==> src/pkg/ats_pkg.sv <==
package ats_pkg;
   // Clock select field codes and their CPU clock divisors
   localparam logic [1:0] CLK_SEL_DIV4 = 2'h0;
   localparam logic [1:0] CLK_SEL_DIV2 = 2'h1;
   localparam logic [1:0] CLK_SEL_DIV16 = 2'h2;
   localparam logic [1:0] CLK_SEL_DIV8 = 2'h3;
   localparam logic [4:0] DIV_BY_4 = 5'h04;
   localparam logic [4:0] DIV_BY_2 = 5'h02;
   localparam logic [4:0] DIV_BY_16 = 5'h10;
   localparam logic [4:0] DIV_BY_8 = 5'h08;
   // Sample time in basic clock periods per field code
   localparam logic [6:0] SAMPLE_BC_0 = 7'h08;
   localparam logic [6:0] SAMPLE_BC_1 = 7'h10;
   localparam logic [6:0] SAMPLE_BC_2 = 7'h20;
   localparam logic [6:0] SAMPLE_BC_3 = 7'h40;
   // Conversion step periods and trailing CPU cycles
   localparam logic [6:0] CONV_STEP_BC = 7'h28;
   localparam logic [1:0] LOAD_CPU_CYCLES = 2'h2;
   // Calibration length after reset, basic clock periods
   localparam int CAL_BC = 3328;
   // Result width and saturation values
   localparam int RES_W = 10;
   localparam logic [9:0] RES_ZERO = 10'h000;
   localparam logic [9:0] RES_FULL = 10'h3FF;

   // Converter control word as software programs it
   typedef struct packed {
      logic [1:0] conv_clock_select;  // Basic clock divisor code
      logic [1:0] sample_time_select; // Sample time code
   } ats_ctrl_s;

   // Analog front end report for one comparison input
   typedef struct packed {
      logic below_gnd;        // Input under reference ground
      logic above_ref;        // Input over reference supply
      logic [9:0] code;       // In-range quantised input
   } ats_ain_s;

   // Sequencer states, Gray from calibration through load
   typedef enum logic [2:0] {
      ST_CAL = 3'b000,
      ST_IDLE = 3'b001,
      ST_SAMPLE = 3'b011,
      ST_CONV = 3'b010,
      ST_LOAD = 3'b110
   } ats_state_e;
endpackage : ats_pkg

==> src/hw/ats_bc_divider.sv <==
`timescale 1ns/1ps
module ats_bc_divider
   import ats_pkg::*;
(
   input wire logic SYS_CLK, // CPU clock
   input wire logic RESET_N, // Async reset, active low
   input wire logic restart, // Realign divider to phase zero
   input wire logic [1:0] sel, // Clock select code
   output logic tick // One CPU cycle per basic clock period
);
   logic [4:0] cnt_r; // Divider count
   logic [4:0] div; // Selected divisor
   logic [4:0] cnt_nxt; // Next count
   logic wrap; // Last CPU cycle of basic period

   // Divisor decode
   assign div = (sel == CLK_SEL_DIV4) ? DIV_BY_4 :
                (sel == CLK_SEL_DIV2) ? DIV_BY_2 :
                (sel == CLK_SEL_DIV16) ? DIV_BY_16 : DIV_BY_8;
   assign wrap = (cnt_r >= div - 5'h01);
   assign cnt_nxt = (restart || wrap) ? 5'h00 : cnt_r + 5'h01;
   assign tick = wrap && !restart;

   // Counter on the CPU clock
   always_ff @(posedge SYS_CLK or negedge RESET_N) begin
      if (!RESET_N) begin
         cnt_r <= 5'h00;
      end else begin
         cnt_r <= cnt_nxt;
      end
   end
endmodule : ats_bc_divider

==> src/hw/ats_sequencer.sv <==
`timescale 1ns/1ps
// Summary of operation
// - Basic clock is CPU clock divided by select
// - Sample lasts 8, 16, 32 or 64 periods
// - Conversion lasts sample+40 periods+2 CPU cycles
// - Calibration after reset, 3328 basic periods
// - Out-of-range inputs saturate to 000 or 3FF
// - Input held once sample period ends
module ats_sequencer
   import ats_pkg::*;
#(
   parameter int CAL_PERIODS = CAL_BC // Calibration length in basic periods
)(
   input wire logic SYS_CLK, // CPU clock, 100 MHz
   input wire logic RESET_N, // Async reset, active low
   input wire ats_ctrl_s CTRL, // Clock and sample select fields
   input wire logic START, // Conversion request pulse
   input wire ats_ain_s AIN, // Analog front end report
   output logic BUSY, // Calibrating or converting
   output logic CAL_DONE, // Calibration finished
   output logic SAMPLING, // Sample switch closed
   output logic HOLD, // Sample captured, input ignored
   output logic DONE, // Result loaded pulse
   output logic [RES_W-1:0] RESULT // Conversion result
);
   ats_state_e state_r; // Sequencer state
   ats_state_e state_nxt; // Next state
   ats_ctrl_s ctrl_r; // Settings latched at start
   logic [11:0] per_cnt_r; // Basic period counter
   logic [11:0] per_cnt_nxt; // Next period count
   logic [1:0] load_cnt_r; // CPU cycles in load phase
   ats_ain_s held_r; // Held sample
   logic [RES_W-1:0] result_r; // Result register
   logic done_r; // Result loaded flag
   logic cal_done_r; // Calibration done flag
   logic tick; // Basic clock tick
   logic restart; // Divider realign
   logic [6:0] sample_len; // Sample periods for setting
   logic [11:0] phase_end; // Periods in current phase
   logic phase_last; // Final tick of the phase
   logic [RES_W-1:0] sat_code; // Saturated held value
   logic take_start; // Start accepted
   // Phase decode wires
   logic [1:0] sel_now; // Clock select seen by the divider
   logic in_cal; // Calibration phase
   logic in_idle; // Waiting for a request
   logic in_sample; // Sample switch closed
   logic in_conv; // Conversion steps running
   logic in_load; // Result load cycles
   logic load_last; // Final CPU cycle of the load
   logic cal_last; // Final period of calibration

   // State decode, one wire per phase
   assign in_cal = (state_r == ST_CAL);
   assign in_idle = (state_r == ST_IDLE);
   assign in_sample = (state_r == ST_SAMPLE);
   assign in_conv = (state_r == ST_CONV);
   assign in_load = (state_r == ST_LOAD);

   // Divider follows the new select in the start cycle itself,
   // so the first basic period of a conversion already has the
   // programmed length; afterwards the latched copy is used and
   // software may rewrite the control word freely
   assign sel_now = take_start ? CTRL.conv_clock_select : ctrl_r.conv_clock_select;

   // Basic clock divider; realigned at each start
   ats_bc_divider u_div (
      .SYS_CLK(SYS_CLK), // CPU clock
      .RESET_N(RESET_N), // Async reset
      .restart(restart), // Phase zero at start
      .sel(sel_now), // Divisor code
      .tick(tick) // Basic period end
   );

   // Start only when idle; requests while busy are dropped
   assign take_start = in_idle && START;
   // Realigning the divider makes every conversion equally long
   assign restart = take_start;

   // Sample length decode
   assign sample_len = (ctrl_r.sample_time_select == 2'h0) ? SAMPLE_BC_0 :
                       (ctrl_r.sample_time_select == 2'h1) ? SAMPLE_BC_1 :
                       (ctrl_r.sample_time_select == 2'h2) ? SAMPLE_BC_2 : SAMPLE_BC_3;

   // Length of the running phase in basic periods; idle and load
   // fall through to the step count, where the counter is unused
   assign phase_end = in_cal ? 12'(CAL_PERIODS) :
                      in_sample ? {5'h00, sample_len} :
                      {5'h00, CONV_STEP_BC};
   // Phase ends on the tick that closes its last basic period
   assign phase_last = tick && (per_cnt_r == phase_end - 12'h001);
   // Calibration ends on its last period
   assign cal_last = in_cal && phase_last;
   // Last of the trailing CPU cycles that load the result
   assign load_last = in_load && (load_cnt_r == LOAD_CPU_CYCLES - 2'h1);

   // Saturation of out-of-range inputs; under-range is tested
   // first so a front end flagging both still gives a defined code
   assign sat_code = held_r.below_gnd ? RES_ZERO :
                     held_r.above_ref ? RES_FULL : held_r.code;

   // Next state
   always_comb begin
      // Stay put unless a phase ends
      state_nxt = state_r;
      unique case (state_r)
         // Calibration after reset, at the reset divisor
         ST_CAL: begin
            if (phase_last) begin
               // Converter ready for requests
               state_nxt = ST_IDLE;
            end
         end
         // Wait for a request
         ST_IDLE: begin
            if (take_start) begin
               // Close the sample switch
               state_nxt = ST_SAMPLE;
            end
         end
         // Input tracked for the programmed sample time
         ST_SAMPLE: begin
            if (phase_last) begin
               // Open the switch, keep the last value
               state_nxt = ST_CONV;
            end
         end
         // Forty approximation steps
         ST_CONV: begin
            if (phase_last) begin
               // Steps done, load the result
               state_nxt = ST_LOAD;
            end
         end
         // Two CPU cycles to load the result register; they run
         // on the CPU clock, so they do not scale with the divisor
         ST_LOAD: begin
            if (load_last) begin
               // Result stands, ready again
               state_nxt = ST_IDLE;
            end
         end
         // Unused codes recover through calibration
         default: begin
            state_nxt = ST_CAL;
         end
      endcase
   end

   // Period counter restarts at each phase and start; it only
   // moves on basic clock ticks so the calibration, sample and step
   // phases count whole basic periods whatever the divisor
   assign per_cnt_nxt = (take_start || phase_last) ? 12'h000 :
                        tick ? per_cnt_r + 12'h001 : per_cnt_r;

   // State and counters
   always_ff @(posedge SYS_CLK or negedge RESET_N) begin
      if (!RESET_N) begin
         // Calibration always follows reset
         state_r <= ST_CAL;
         per_cnt_r <= 12'h000;
         load_cnt_r <= 2'h0;
      end else begin
         state_r <= state_nxt;
         per_cnt_r <= per_cnt_nxt;
         // Load cycles counted on the CPU clock, not the basic one
         load_cnt_r <= in_load ? load_cnt_r + 2'h1 : 2'h0;
      end
   end

   // Settings latched at start for the whole conversion;
   // a rewrite mid-conversion takes effect at the next start
   // and cannot stretch or cut the running one
   always_ff @(posedge SYS_CLK or negedge RESET_N) begin
      if (!RESET_N) begin
         ctrl_r <= '0;
      end else if (take_start) begin
         ctrl_r <= CTRL;
      end
   end

   // Track input while sampling, freeze after; the value of the
   // last sample cycle is the one that converts, and anything the
   // pin does later is ignored
   always_ff @(posedge SYS_CLK or negedge RESET_N) begin
      if (!RESET_N) begin
         held_r <= '0;
      end else if (in_sample) begin
         held_r <= AIN;
      end
   end

   // Result register and completion flags
   always_ff @(posedge SYS_CLK or negedge RESET_N) begin
      if (!RESET_N) begin
         result_r <= RES_ZERO;
         done_r <= 1'b0;
         cal_done_r <= 1'b0;
      end else begin
         // One-cycle pulse alongside the new result
         done_r <= load_last;
         // Result register loaded in the last load cycle
         if (load_last) begin
            result_r <= sat_code;
         end
         // Stays set until the next reset
         if (cal_last) begin
            cal_done_r <= 1'b1;
         end
      end
   end

   // BUSY, SAMPLING and HOLD decoded straight from the state register,
   // so they move in the cycle the state does
   assign BUSY = !in_idle; // Calibrating or converting
   assign CAL_DONE = cal_done_r;
   assign SAMPLING = in_sample; // Switch closed only here
   // Hold covers the steps and the load cycles
   assign HOLD = in_conv || in_load;
   assign DONE = done_r;
   assign RESULT = result_r;
endmodule : ats_sequencer

==> config.mk <==
export PLATFORM = sky130hd
export DESIGN_NAME = ats_sequencer
export DESIGN_NICKNAME = d
export VERILOG_FILES = /design/src/pkg/ats_pkg.sv /design/src/hw/ats_bc_divider.sv /design/src/hw/ats_sequencer.sv
export SDC_FILE = /design/constraint.sdc
export NUM_CORES = 1
export LEC_CHECK = 0
export BUFFER_PORTS_ARGS = -buffer_cell sky130_fd_sc_hd__buf_4
export CAP_MARGIN = 20
export CORE_ASPECT_RATIO = 0.7
export CORE_MARGIN = 2
export CORE_UTILIZATION = 45
export CTS_BUF_LIST = sky130_fd_sc_hd__clkbuf_4 sky130_fd_sc_hd__clkbuf_8
export CTS_CLUSTER_DIAMETER = 30
export CTS_CLUSTER_SIZE = 24
export DETAILED_ROUTE_END_ITERATION = 8
export PLACE_DENSITY_LB_ADDON = 0.15
export SLEW_MARGIN = 20
export SYNTH_ARGS = -nofsm -noshare
export SYNTH_HDL_FRONTEND = slang
export SYNTH_SLANG_ARGS = --single-unit
==> constraint.sdc <==
create_clock -name SYS_CLK -period 4.85 [get_ports SYS_CLK]
set_clock_uncertainty 0.15 [all_clocks]
set_input_delay 0 -clock SYS_CLK [delete_from_list [all_inputs] [get_ports SYS_CLK]]
set_output_delay 0 -clock SYS_CLK [all_outputs]
set_load 0.01 [all_outputs]
==> results.toml <==
[critical_path]
critical_path.startpoint_type = "flop"
crit_path_end_kind = "flop"
cp_cell_sequence = "nand3b_1 -> buf_4 -> inv_1 -> nand3b_1 -> ha_1 -> xnor2_1 -> a2111o_1 -> a211oi_2 -> nand4_2 -> nor3_2 -> buf_4 -> nor3_1"
cp_top_family = "simple AND/OR/NAND/NOR gates"
cp_slowest_cell = "dfrtp_1"
slowest_delay_ns = 0.53
crit_required_ns = 4.88
cp_num_buf_inv = 3
criticalPathCategory = "flop to flop"
critPathMaxFanout = 14
crit_arrival_ns = 3.51

[power]
vdd_drop_max_mv = 0.149
p_leak_nw = 1.45
power.density_nw_per_um2 = 318

[timing]
rsz0062_at_grt = "false"
fmax_mhz = 288
fin_crit_sh_pct = 71.6
report.final.slew_viol_count = 0
slew_headroom_pct = 45.2
tns_ns = 0
final_hold_viol_count = 0
setup_violations = 0
finalCriticalPeriod_ns = 3.47
tightest_slew_ns = 0.820

[cts]
cts.htree.levels = 2
cts_buffers = 5
cts_num_sinks = 50
cts.clk_slew.worst_paths_ns = 0.08
clock_path_buffers = 2
cts_root_buf = "clkbuf_8"
clk_latency_ns = 0.30
cts_tree = "done"
cts_resized = 0

[synthesis]
synth.most_common_cell = "nand2_1"
yosys_warnings = 0
synth_area_um2 = 2540
syn-instance-count = 278
syn-num-nets = 305
yosysSeqAreaShare_pct = 49.2
synth_top_area_cell = "dfrtp_1"
synth-async-reset-ratio_pct = 100
ys_top_cells_by_count = "nand2_1 (63), dfrtp_1 (50), nor2_1 (21)"
synthTopCellsByArea = "dfrtp_1 (49%), nand2_1 (9.3%), ha_1 (3.9%), o31ai_1 (3.2%), nor2_1 (3.1%)"
avgSynthCellArea_um2 = 9.15
ys.flop_type = "dfrtp_1"
ys_types = 46
ys_ff_latch = 50
yosysTopAreaCellShare_pct = 49.2
synth_edf_count = 0

[floorplan]
start_util_pct = 47.7
core-area_um2 = 5340
die_x_um = 93.9
io_pins = 34
core.rowCount = 22
die_h_um = 66.9
die_area_um2 = 6280

[global_routing]
grt_antenna_before_repair = 0
grt_max_degree = 51
overflow = 0
grt_use_total_pct = 18.7
grt_pass1_wl_mm = 9.03
grt_pass1_vias = 1888

[detailed_routing]
num_vias = 2093
wl_per_cell_um = 13.3
drtAntennaViolNets = 0
drc = 0
drt_wl_total_mm = 5.29
dr.first_iter.drc_count = 158
post_drt_via_cell_ratio = 5.26
dr.pass1.iters = 4

[place]
io_buffers = 33
dp_cells = 372
routabilityCongestion = 0.894
hpwl_mm = 3.65

[final_layout]
area_delta_synth_final_pct = 23.4
fin_util_pct = 58.8
drive_gt1_share_pct = 15.3
multiInputGateArea_um2 = 1200
fin_nets = 352
insertedDiodeCount = 0
n_fill_cell = 502
stdcell_count = 398
regArea_um2 = 1250

[min_path]
hp-class = "input pin to asynchronous set/reset pin"

[run_status]
status = "finished, final reports clean"

[job]
cap_violations = 0
==> through the flow <==
step           hold WS [ns]  setup slack [ns]  area [µm²]  total power, mW
6_report              0.104              1.38        3140            0.997
5_1_grt               0.169              1.12        3140             1.06
4_1_cts               0.128              1.37        3140             1.01
3_5_place_dp        -0.0812              1.38        2850            0.696
3_3_place_gp        -0.0867              1.39        2850            0.697
2_1_floorplan        -0.446              1.64        2540            0.633
==> cells by family after synthesis <==
logic type      share of synthesized area, %
simple gates                            24.2
other cells                            0.147
xor+xnor                                5.51
mux                                    0.787
compound gates                          12.4
flops                                   49.2
fa+ha+maj                               3.93
buf+inv                                 3.83
==> layout by cell type (no fill, tap or decap), types with 9 or more instances in the layout <==
cell type,instances
nand2_1,63
dfrtp_1,50
buf_4,36
nor2_1,21
dlygate4sd3_1,18
a21oi_1,12
nor3_1,12
o31ai_1,11
inv_1,10
nand3_1,9
==> registers in the layout (all words and copies together) (netlist names), 2 cells and up <==
register,cells
RESULT,10
ctrl_r,4
held_r,12
load_cnt_r,2
per_cnt_r,12
state_r,3
u_div.cnt_r,5
==> area by class of cell <==
cell class	instances	share of cell area, %
Timing Repair Buffer	54	14.3
Sequential cell	50	39.9
Clock buffer	7	2.67
Multi-Input combinational cell	204	38.1
Clock inverter	1	0.957
Tap cell	72	2.87
Inverter	10	1.20
==> final timing paths <==
check / end / slack, ns / startpoint / cells past startpoint
worst min-delay path: per_cnt_r[10]$_DFFE_PN0P_ / 0.10 / RESET_N / 2
max in group asynchronous: RESULT[1]$_DFFE_PN0P_ / 4.03 / RESET_N / 2
worst max register to register: per_cnt_r[6]$_DFFE_PN0P_ / 1.38 / state_r[2]$_DFFE_PN0P_ / 12
min in group SYS_CLK: held_r[10]$_DFFE_PN0P_ / 0.27 / AIN[10] / 4
worst min register to register: load_cnt_r[0]$_DFF_PN0_ / 0.29 / load_cnt_r[0]$_DFF_PN0_ / 1
worst max-delay path: per_cnt_r[6]$_DFFE_PN0P_ / 1.38 / state_r[2]$_DFFE_PN0P_ / 12
==> routing by layer <==
metal / up-vias / track usage [%] / part of all wire (%)
met5: - / 0 / 0
met4: 0 / 5.98 / 0.72
met3: 4 / 4.30 / 5.8
met2: 60 / 27.2 / 43
met1: 987 / 27.5 / 50
li1: 1042 / - / -
==> power by group <==
part           switching [mW]  internal, mW  total (mW)
sequential             0.0463         0.456       0.502
combinational           0.107        0.0900       0.197
clock                   0.133         0.166       0.299
total                   0.286         0.711       0.997
==> timing repair <==
item	in CTS	in global routing
setup buffers	0	0
setup endpoints to repair	0	0
hold endpoints to repair	67	0
hold buffers	18	0
Power figures use the tool's default switching activity.
